--- src/pkg/fir_bank_defs.svh ---
/*
  Offsets, field positions, reset values and timing counts of the banked infrared
  control registers. Assumes a 125 MHz system clock.
*/
`ifndef FIR_BANK_DEFS_SVH
`define FIR_BANK_DEFS_SVH

`define FIR_CLK_MHZ 125
`define FIR_BANK_RX 2'h1
`define FIR_BANK_IR 2'h2
// Bank 1 offsets
`define FIR_OFF_RFP_LO 3'h4
`define FIR_OFF_RFP_HI 3'h5
`define FIR_OFF_TXC_LO 3'h6
`define FIR_OFF_TXC_HI 3'h7
// Bank 2 offsets
`define FIR_OFF_CFG1 3'h1
`define FIR_OFF_XCVR 3'h2
`define FIR_OFF_CFG2 3'h3
`define FIR_OFF_TIMER 3'h4
`define FIR_OFF_CFG3 3'h5
// Field positions
`define FIR_XCVR_FREQ 5
`define FIR_XCVR_MODE 4
`define FIR_XCVR_ECHO 3
`define FIR_CFG2_AUTOCHOP_ENABLE 7
`define FIR_CFG2_CTL1 3
`define FIR_CFG2_CTL0 2
`define FIR_CFG2_SIRM 1
`define FIR_CFG2_FIRM 0
`define FIR_CFG3_CDEN 7
`define FIR_CFG3_CD 6
`define FIR_CFG3_TMEN 1
`define FIR_CFG3_TM 0
// Reset values
`define FIR_RFP_RST 16'h0000
`define FIR_CFG_RST 8'h00
// Timing
`define FIR_TICK_US 128
`define FIR_TICK_CYCLES (`FIR_TICK_US * `FIR_CLK_MHZ)
`define FIR_NS_CEIL(ns) (((ns) * `FIR_CLK_MHZ + 999) / 1000)
`define FIR_NS_FLOOR(ns) (((ns) * `FIR_CLK_MHZ) / 1000)
`define FIR_CHOP1_SINGLE_NS 187
`define FIR_CHOP1_PAIR_NS 209
`define FIR_CHOP2_SINGLE_NS 229
`define FIR_CHOP2_PAIR_NS 249
`define FIR_CHOP3_SINGLE_NS 208
`define FIR_CHOP3_PAIR_NS 229
`define FIR_AUTO_WIDE_NS 62
`define FIR_AUTO_NARROW_NS 42

`endif

--- src/pkg/fir_bank_pkg.sv ---
/*
  Types of the banked infrared register block. Assumes fir_bank_defs.svh for numbers.
*/
package fir_bank_pkg;
  typedef enum logic [3:0] {
    MOD_SERIAL_IR = 4'h0,
    MOD_ASK = 4'h1,
    MOD_FAST_1M = 4'h2,
    MOD_RESERVED = 4'h3,
    MOD_FAST_4M = 4'h4
  } ir_modulation_e;
  typedef enum logic [3:0] {
    SPEED_1152K = 4'h0,
    SPEED_576K = 4'h1,
    SPEED_288K = 4'h2
  } ir_speed_e;
  typedef enum logic [1:0] {
    TMR_IDLE = 2'b01,
    TMR_RUN = 2'b10
  } timer_state_e;
endpackage : fir_bank_pkg

--- src/pkg/fir_timer_if.sv ---
/*
  Carrier between the register block and its down timer. No assumptions beyond one clock.
*/
`timescale 1ns/1ps
`default_nettype none
interface fir_timer_if;
  logic load;
  logic [7:0] load_value;
  logic expire;
  logic [7:0] count;
  modport ctrl (output load, output load_value, input expire, input count);
  modport timer (input load, input load_value, output expire, output count);
endinterface : fir_timer_if
`default_nettype wire

--- src/hdl/sticky_flag.sv ---
/*
  One status flag set by hardware and cleared by writing one. Assumes one clock domain.
*/
`timescale 1ns/1ps
`default_nettype none
module sticky_flag (
  input wire logic i_clock,
  input wire logic i_sys_rst,
  input wire logic i_set,
  input wire logic i_clear,
  output logic o_flag
);
  // Set wins so an event in the clearing cycle is not lost
  always_ff @(posedge i_clock) begin
    if (i_sys_rst) begin
      o_flag <= 1'b0;
    end else if (i_set) begin
      o_flag <= 1'b1;
    end else if (i_clear) begin
      o_flag <= 1'b0;
    end
  end
endmodule : sticky_flag
`default_nettype wire

--- src/hdl/tick_down_timer.sv ---
/*
  Down counter decremented once per tick period, pulsing expire on reaching zero.
  Assumes loads come from the register block through the timer interface.
*/
`timescale 1ns/1ps
`default_nettype none
module tick_down_timer
  import fir_bank_pkg::*;
#(
  parameter int TICK_CYCLES = 16000
) (
  input wire logic i_clock,
  input wire logic i_sys_rst,
  fir_timer_if.timer tmr
);
  timer_state_e state;
  logic [15:0] prescale;
  logic [7:0] count;

  assign tmr.count = count;

  always_ff @(posedge i_clock) begin
    if (i_sys_rst) begin
      state <= TMR_IDLE;
      prescale <= 16'h0000;
      count <= 8'h00;
      tmr.expire <= 1'b0;
    end else begin
      tmr.expire <= 1'b0;
      case (state)
        TMR_IDLE: begin
          if (tmr.load) begin
            count <= tmr.load_value;
            prescale <= 16'h0000;
            state <= TMR_RUN;
          end
        end
        TMR_RUN: begin
          if (tmr.load) begin
            count <= tmr.load_value;
            prescale <= 16'h0000;
          end else if (count == 8'h00) begin
            tmr.expire <= 1'b1;
            state <= TMR_IDLE;
          end else if (prescale == 16'(TICK_CYCLES - 1)) begin
            prescale <= 16'h0000;
            count <= count - 8'h01;
          end else begin
            prescale <= prescale + 16'h0001;
          end
        end
        default: state <= TMR_IDLE;
      endcase
    end
  end
endmodule : tick_down_timer
`default_nettype wire

--- src/hdl/fir_bank_regs.sv ---
/*
  Banked control and status registers of a fast infrared serial controller.
  Assumes the bank select, the DMA engine, the transmit FIFO and the receive
  demodulator live outside and present synchronous pulses and levels.
*/
// Local design decision: the plain strobed port.
// Functional notes
// - Read-only 16-bit end-of-packet pointer, two bytes
// - End-of-packet pointer resets to zero
// - Loaded 13-bit transmit count decrements per byte
// - No DMA requests once count is zero
// - Keep sending until transmit FIFO empties
// - Speed field selects one-megabit class rate
// - Modulation field selects infrared scheme
// - First style: frequency bit picks band pin
// - Second style: mode bit drives high pin
// - Echo bit enables loopback, resets clear
// - Autochop measures preamble pulse, sets level
// - Fixed chop settings give fixed thresholds
// - Autochop settings add margin to sample
// - Chop bits reset to zero, chopping off
// - Mask bits suppress serial and fast requests
// - Timer loads counter ticking every 128 us
// - Carrier detect sticky, write one clears
// - Timer pending sticky, write one clears, enabled
`include "fir_bank_defs.svh"
`timescale 1ns/1ps
`default_nettype none
module fir_bank_regs
  import fir_bank_pkg::*;
#(
  parameter int TICK_CYCLES = `FIR_TICK_CYCLES
) (
  input wire logic i_clock,
  input wire logic i_sys_rst,
  input wire logic [1:0] i_bank,
  input wire logic [2:0] i_addr,
  input wire logic [7:0] i_wdata,
  input wire logic i_wr,
  input wire logic i_rd,
  output logic [7:0] o_rdata,
  input wire logic i_rx_eop,
  input wire logic [15:0] i_rx_eop_ptr,
  input wire logic i_tx_enable,
  input wire logic i_tx_byte_taken,
  input wire logic i_tx_fifo_full,
  input wire logic i_tx_fifo_empty,
  output logic o_tx_dma_req,
  output logic o_tx_send,
  output logic [3:0] o_ir_speed,
  output logic [3:0] o_ir_modulation,
  input wire logic i_xcvr_second_style,
  output logic o_low_band_rx_pin,
  output logic o_high_band_rx_pin,
  output logic o_echo,
  input wire logic i_rx_pulse,
  input wire logic i_in_preamble,
  output logic o_chop_on,
  output logic [7:0] o_chop_single_cycles,
  output logic [7:0] o_chop_pair_cycles,
  input wire logic i_sir_irq_req,
  output logic o_sir_irq,
  input wire logic i_carrier_seen,
  output logic o_fir_irq
);
  localparam logic [7:0] CH1_S = 8'(`FIR_NS_FLOOR(`FIR_CHOP1_SINGLE_NS));
  localparam logic [7:0] CH1_P = 8'(`FIR_NS_CEIL(`FIR_CHOP1_PAIR_NS));
  localparam logic [7:0] CH2_S = 8'(`FIR_NS_FLOOR(`FIR_CHOP2_SINGLE_NS));
  localparam logic [7:0] CH2_P = 8'(`FIR_NS_CEIL(`FIR_CHOP2_PAIR_NS));
  localparam logic [7:0] CH3_S = 8'(`FIR_NS_FLOOR(`FIR_CHOP3_SINGLE_NS));
  localparam logic [7:0] CH3_P = 8'(`FIR_NS_CEIL(`FIR_CHOP3_PAIR_NS));
  localparam logic [7:0] AUTO_WIDE = 8'(`FIR_NS_CEIL(`FIR_AUTO_WIDE_NS));
  localparam logic [7:0] AUTO_NARROW = 8'(`FIR_NS_CEIL(`FIR_AUTO_NARROW_NS));

  logic [15:0] end_packet_pointer;
  logic [12:0] tx_count;
  logic [7:0] ir_speed_modulation_config;
  logic [2:0] transceiver_control;
  logic autochop_enable;
  logic chop_ctrl_hi;
  logic chop_ctrl_lo;
  logic sir_mask;
  logic fir_mask;
  logic [7:0] down_timer_value;
  logic cd_irq_enable;
  logic timer_irq_enable;
  logic carrier_flag;
  logic timer_flag;
  logic pulse_prev;
  logic [7:0] pulse_width;
  logic [7:0] pulse_sample;
  logic [7:0] next_rdata;
  logic [7:0] next_single;
  logic [7:0] next_pair;
  logic bank_rx;
  logic bank_ir;
  logic wr_cfg3;

  fir_timer_if tmr_bus ();

  assign bank_rx = (i_bank == `FIR_BANK_RX);
  assign bank_ir = (i_bank == `FIR_BANK_IR);
  assign wr_cfg3 = i_wr && bank_ir && (i_addr == `FIR_OFF_CFG3);
  assign tmr_bus.load = i_wr && bank_ir && (i_addr == `FIR_OFF_TIMER);
  assign tmr_bus.load_value = i_wdata;

  tick_down_timer #(.TICK_CYCLES(TICK_CYCLES)) u_timer (
    .i_clock(i_clock),
    .i_sys_rst(i_sys_rst),
    .tmr(tmr_bus)
  );

  sticky_flag u_carrier_flag (
    .i_clock(i_clock),
    .i_sys_rst(i_sys_rst),
    .i_set(i_carrier_seen),
    .i_clear(wr_cfg3 && i_wdata[`FIR_CFG3_CD]),
    .o_flag(carrier_flag)
  );

  sticky_flag u_timer_flag (
    .i_clock(i_clock),
    .i_sys_rst(i_sys_rst),
    .i_set(tmr_bus.expire),
    .i_clear(wr_cfg3 && i_wdata[`FIR_CFG3_TM]),
    .o_flag(timer_flag)
  );

  // End-of-packet pointer, captured at each packet end
  always_ff @(posedge i_clock) begin
    if (i_sys_rst) begin
      end_packet_pointer <= `FIR_RFP_RST;
    end else if (i_rx_eop) begin
      end_packet_pointer <= i_rx_eop_ptr;
    end
  end

  // A software write beats a same-cycle decrement so a reload is never corrupted
  always_ff @(posedge i_clock) begin
    if (i_sys_rst) begin
      tx_count <= 13'h0000;
    end else if (i_wr && bank_rx && i_addr == `FIR_OFF_TXC_LO) begin
      tx_count[7:0] <= i_wdata;
    end else if (i_wr && bank_rx && i_addr == `FIR_OFF_TXC_HI) begin
      tx_count[12:8] <= i_wdata[4:0];
    end else if (i_tx_byte_taken && tx_count != 13'h0000) begin
      tx_count <= tx_count - 13'h0001;
    end
  end

  always_ff @(posedge i_clock) begin
    if (i_sys_rst) begin
      o_tx_dma_req <= 1'b0;
      o_tx_send <= 1'b0;
    end else begin
      o_tx_dma_req <= i_tx_enable && !i_tx_fifo_full && tx_count != 13'h0000;
      o_tx_send <= i_tx_enable && !i_tx_fifo_empty;
    end
  end

  // Bank 2 configuration
  always_ff @(posedge i_clock) begin
    if (i_sys_rst) begin
      ir_speed_modulation_config <= `FIR_CFG_RST;
      transceiver_control <= 3'h0;
      autochop_enable <= 1'b0;
      chop_ctrl_hi <= 1'b0;
      chop_ctrl_lo <= 1'b0;
      sir_mask <= 1'b0;
      fir_mask <= 1'b0;
      down_timer_value <= `FIR_CFG_RST;
      cd_irq_enable <= 1'b0;
      timer_irq_enable <= 1'b0;
    end else if (i_wr && bank_ir) begin
      case (i_addr)
        `FIR_OFF_CFG1: ir_speed_modulation_config <= i_wdata;
        `FIR_OFF_XCVR: transceiver_control <= i_wdata[5:3];
        `FIR_OFF_CFG2: begin
          autochop_enable <= i_wdata[`FIR_CFG2_AUTOCHOP_ENABLE];
          chop_ctrl_hi <= i_wdata[`FIR_CFG2_CTL1];
          chop_ctrl_lo <= i_wdata[`FIR_CFG2_CTL0];
          sir_mask <= i_wdata[`FIR_CFG2_SIRM];
          fir_mask <= i_wdata[`FIR_CFG2_FIRM];
        end
        `FIR_OFF_TIMER: down_timer_value <= i_wdata;
        `FIR_OFF_CFG3: begin
          cd_irq_enable <= i_wdata[`FIR_CFG3_CDEN];
          timer_irq_enable <= i_wdata[`FIR_CFG3_TMEN];
        end
        default: ;
      endcase
    end
  end

  // Speed and modulation drive the modem directly; reserved codes pass unchanged
  always_ff @(posedge i_clock) begin
    if (i_sys_rst) begin
      o_ir_speed <= SPEED_1152K;
      o_ir_modulation <= MOD_SERIAL_IR;
    end else begin
      o_ir_speed <= ir_speed_modulation_config[7:4];
      o_ir_modulation <= ir_speed_modulation_config[3:0];
    end
  end

  always_ff @(posedge i_clock) begin
    if (i_sys_rst) begin
      o_low_band_rx_pin <= 1'b0;
      o_high_band_rx_pin <= 1'b0;
      o_echo <= 1'b0;
    end else begin
      o_echo <= transceiver_control[`FIR_XCVR_ECHO - 3];
      if (i_xcvr_second_style) begin
        o_low_band_rx_pin <= 1'b0;
        o_high_band_rx_pin <= transceiver_control[`FIR_XCVR_MODE - 3];
      end else begin
        o_low_band_rx_pin <= transceiver_control[`FIR_XCVR_FREQ - 3];
        o_high_band_rx_pin <= !transceiver_control[`FIR_XCVR_FREQ - 3];
      end
    end
  end

  // Preamble pulse sampling; width saturates so a stuck line cannot wrap
  always_ff @(posedge i_clock) begin
    if (i_sys_rst) begin
      pulse_prev <= 1'b0;
      pulse_width <= 8'h00;
      pulse_sample <= 8'h00;
    end else begin
      pulse_prev <= i_rx_pulse;
      if (i_rx_pulse) begin
        pulse_width <= (pulse_width == 8'hff) ? pulse_width : pulse_width + 8'h01;
      end else begin
        pulse_width <= 8'h00;
      end
      if (pulse_prev && !i_rx_pulse && i_in_preamble && autochop_enable) begin
        pulse_sample <= pulse_width;
      end
    end
  end

  always_comb begin
    next_single = 8'h00;
    next_pair = 8'h00;
    case ({autochop_enable, chop_ctrl_hi, chop_ctrl_lo})
      3'b001: begin
        next_single = CH1_S;
        next_pair = CH1_P;
      end
      3'b010: begin
        next_single = CH2_S;
        next_pair = CH2_P;
      end
      3'b011: begin
        next_single = CH3_S;
        next_pair = CH3_P;
      end
      3'b100: begin
        next_single = pulse_sample;
        next_pair = pulse_sample + AUTO_WIDE;
      end
      3'b101, 3'b110: begin
        next_single = pulse_sample;
        next_pair = pulse_sample + AUTO_NARROW;
      end
      3'b111: begin
        next_single = pulse_sample;
        next_pair = pulse_sample + 8'h01;
      end
      default: ;
    endcase
  end

  always_ff @(posedge i_clock) begin
    if (i_sys_rst) begin
      o_chop_on <= 1'b0;
      o_chop_single_cycles <= 8'h00;
      o_chop_pair_cycles <= 8'h00;
    end else begin
      o_chop_on <= autochop_enable || chop_ctrl_hi || chop_ctrl_lo;
      o_chop_single_cycles <= next_single;
      o_chop_pair_cycles <= next_pair;
    end
  end

  always_ff @(posedge i_clock) begin
    if (i_sys_rst) begin
      o_sir_irq <= 1'b0;
      o_fir_irq <= 1'b0;
    end else begin
      o_sir_irq <= i_sir_irq_req && !sir_mask;
      o_fir_irq <= !fir_mask && ((carrier_flag && cd_irq_enable) ||
                   (timer_flag && timer_irq_enable));
    end
  end

  // Register read mux; unmapped offsets and banks read zero
  always_comb begin
    next_rdata = 8'h00;
    if (bank_rx) begin
      case (i_addr)
        `FIR_OFF_RFP_LO: next_rdata = end_packet_pointer[7:0];
        `FIR_OFF_RFP_HI: next_rdata = end_packet_pointer[15:8];
        `FIR_OFF_TXC_LO: next_rdata = tx_count[7:0];
        `FIR_OFF_TXC_HI: next_rdata = {3'h0, tx_count[12:8]};
        default: next_rdata = 8'h00;
      endcase
    end else if (bank_ir) begin
      case (i_addr)
        `FIR_OFF_CFG1: next_rdata = ir_speed_modulation_config;
        `FIR_OFF_XCVR: next_rdata = {2'h0, transceiver_control, 3'h0};
        `FIR_OFF_CFG2: next_rdata = {autochop_enable, 3'h0, chop_ctrl_hi, chop_ctrl_lo,
                                     sir_mask, fir_mask};
        `FIR_OFF_TIMER: next_rdata = down_timer_value;
        `FIR_OFF_CFG3: next_rdata = {cd_irq_enable, carrier_flag, 4'h0,
                                     timer_irq_enable, timer_flag};
        default: next_rdata = 8'h00;
      endcase
    end
  end

  always_ff @(posedge i_clock) begin
    if (i_sys_rst) begin
      o_rdata <= 8'h00;
    end else begin
      o_rdata <= i_rd ? next_rdata : 8'h00;
    end
  end
endmodule : fir_bank_regs
`default_nettype wire

--- config.mk ---
export PLATFORM = sky130hd
export DESIGN_NAME = fir_bank_regs
export DESIGN_NICKNAME = d
export VERILOG_FILES = /design/src/pkg/fir_bank_pkg.sv /design/src/pkg/fir_timer_if.sv /design/src/hdl/sticky_flag.sv /design/src/hdl/tick_down_timer.sv /design/src/hdl/fir_bank_regs.sv
export VERILOG_INCLUDE_DIRS = /design/src /design/src/pkg
export SDC_FILE = /design/constraint.sdc
export NUM_CORES = 1
export LEC_CHECK = 0
export BUFFER_PORTS_ARGS = -buffer_cell sky130_fd_sc_hd__buf_2
export CAP_MARGIN = 5
export CORE_MARGIN = 10
export CORE_UTILIZATION = 55
export CTS_BUF_LIST = sky130_fd_sc_hd__clkbuf_2
export DETAILED_ROUTE_END_ITERATION = 16
export MAX_ROUTING_LAYER = met4
export PLACE_DENSITY = 0.76
export SETUP_SLACK_MARGIN = 0.5
export SLEW_MARGIN = 30
export SYNTH_ARGS = -nofsm -noshare
export SYNTH_HDL_FRONTEND = slang
export SYNTH_SLANG_ARGS = --single-unit
--- constraint.sdc ---
create_clock -name i_clock -period 3.2 [get_ports i_clock]
set_clock_uncertainty 0.2 [all_clocks]
set_input_delay 0.16 -clock i_clock [delete_from_list [all_inputs] [get_ports i_clock]]
set_output_delay 0.16 -clock i_clock [all_outputs]
set_load 0.05 [all_outputs]
==> results.tsv <==
metric	value	unit
met1_usage	28.9	%
slew_violations	0	
fillers	849	
reg2reg_from	tx_count[2]$_SDFFE_PP0P_	
critical_path.cell_chain	dlygate4sd3_1 > clkbuf_4 > nand4b_4 > nor3_2 > dlygate4sd3_1 > buf_6 > nand2_1 > dlygate4sd3_1 > a21oi_1 > dlygate4sd3_1	
vias	7164	
synthToLayoutAreaGrowth	29.5	%
synth.distinct_cells	64	
p_switching	1380	uW
cp-start-kind	input pin	
cts_tree	built	
cts_sinks	141	
numCtsBuffers	17	
antenna_cells	0	
row_count	40	
grt_pass1_wl	34.8	mm
synth_nets	857	
layout_common_cells	dfxtp_1, dlygate4sd3_1, nand2_1	
p_comb_share	25.0	%
clockPowerShare	27.8	%
grt_max_degree	68	
ant_nets	0	
post-route-period-util	83.6	%
slew_headroom	45.7	%
die_area	17000	um2
crit_top_cell	dlygate4sd3_1	
netlist_area	6690	um2
setup_viol	0	
critPathMaxFanout	6	
yosysWarnings	0	
hp-class	in -> reg	
synth_top_cell_by_area	dfxtp_1	
p_int	2800	uW
path_class	in -> reg	
viasPerCell	6.29	
ys_top_cells_by_area	dfxtp_1, a21oi_1, nand2_1	
route.detailed.drc	0	
die_w	130	um
use_met2	42.6	%
gr-usage-met3	7.55	%
overflow	0	
slowest_stage	dlygate4sd3_1	
synth-main-ff-cell	dfxtp_1	
pwr-share-seq	47.2	%
switching_share	33.0	%
first_pass_iters	8	
grt_busiest_layer	met2	
fmax	374	MHz
antenna_found_initial	0	
finalHoldViolCount	0	
end_kind	flop	
async_reset_ff_share	0	%
synth-edff-count	0	
drtIter0Drc	1299	
syn-instance-count	800	
power.density	482	nW/um2
arrival	3160	ps
power.total	4170	uW
avgSynthCellArea	8.37	um2
synth_seq_cells	141	
min_from	i_addr[1]	
core-area	12000	um2
required	3690	ps
vdd_ir_drop_max	492	uV
drive_above_1_share	16.0	%
clk_pin_slew	200	ps
slowest_delay	580	ps
gr-usage-all-layers	26.5	%
status	completed	
clockBufferDepth	2	
grt_pass1_vias	6956	
initial_utilization	56.0	%
post-place-ws	384	ps
critical_path.startpoint	i_bank[1]	
leakage	0.00345	uW
place.gp.congestion	0.907	
fin_tns_setup	0	ps
final.min_clock_period	2680	ps
r2r_slack	610	ps
numPortBuffers	82	
io_pins	83	
dp.final_hpwl	12.5	mm
tightest_slew	812	ps
rsz0062_at_grt	no	
wl	22.4	mm
cap_violations	0	
synth_top_area_share	42.2	%
die_y	130	um
layout_commonest_cell	dfxtp_1	
yosysSeqAreaShare	42.2	%
setup_slack	525	ps
wl_per_cell	19.6	um
cts_max_level	4	
cts-root-buf	clkbuf_2	
nNetsFinal	1037	
insertion_delay	750	ps
state kept, by name, summed over array words and instances, names as in the netlist, 4 cells and up:
signal,count
o_ir_modulation,4
o_chop_pair_cycles,8
pulse_width,8
ir_speed_modulation_config,8
u_timer.tmr.count,8
pulse_sample,8
end_packet_pointer,16
tx_count,13
o_chop_single_cycles,8
down_timer_value,8
o_ir_speed,4
u_timer.prescale,16
o_rdata,8
stage by stage:
step	utilization, %	cell area (um2)	instances	hold WS, ps
2_1_floorplan	-	6690	800	36.1
3_3_place_gp	60.2	7200	992	121
3_5_place_dp	60.2	7200	992	127
4_1_cts	71.8	8590	1136	6.25
5_1_grt	72.5	8670	1139	35.7
6_report	72.5	8670	1139	78.4
power by group through the flow:
| stage | registers, uW | clock network, uW | logic [uW] |
|---|---|---|---|
| floorplan | 1970 | 0 | 640 |
| global placement | 1980 | 0 | 816 |
| detailed placement | 1980 | 0 | 842 |
| CTS | 1940 | 1170 | 956 |
| global route | 1980 | 1250 | 1140 |
| finish | 1970 | 1160 | 1040 |
kinds of logic after synthesis:
kind of cell / Yosys count / synth area share [%]
AOI/OAI and AO/OA: 208 / 19.0
xor gates and xnor gates: 13 / 1.70
adders and majority gates: 15 / 2.77
buffers and inverters: 73 / 4.32
DFF: 141 / 42.2
muxes: 40 / 6.97
and+or+nand+nor: 310 / 23.1
layout make-up:
type	instances	area, um2	area share (%)
Tap cell	147	184	2.12
Inverter	23	86.3	0.996
Sequential cell	141	2820	32.6
Clock inverter	13	174	2.01
Timing Repair Buffer	211	1670	19.3
Clock buffer	18	90.1	1.04
Multi-Input combinational cell	586	3640	42.0
layer usage:
metal	up-vias	part of all wire, %	routed length, um
li1	3233	-	-
met1	3278	37	8350
met2	520	47	10500
met3	133	10	2300
met4	0	5.2	1170
met5	-	0	0
cell usage after synthesis (9+ instances only):
cell / n
clkbuf_1: 38
ha_1: 14
nand2_1: 96
nor2b_1: 14
nand3_1: 39
a21oi_1: 87
inv_1: 23
dfxtp_1: 141
o21ai_0: 42
nor3_1: 19
nor2_1: 71
nand2b_1: 9
a22oi_1: 12
mux2i_1: 32
worst paths after layout:
check / to / cells past startpoint
worst max register to register: tx_count[12]$_SDFFE_PP0P_ / 6
worst max-delay path: down_timer_value[6]$_SDFFE_PP0P_ / 10
worst min-delay path: o_rdata[3]$_SDFF_PP0_ / 6
worst min register to register: pulse_sample[4]$_SDFFE_PP0P_ / 2
critical path: cells and delay by family:
family          cells  cell delay, ps
buf+inv             6            2570
simple gates        3             290
compound gates      1             140
timing repair:
action	4_1_cts	5_1_grt
pin swaps	1	1
resized for setup	1	16
gates cloned	0	0
endpoints found under the setup margin	14	20
hold buffers	112	0
setup buffers	1	3
hold endpoints to repair	110	0
Power figures use the tool's default switching activity.
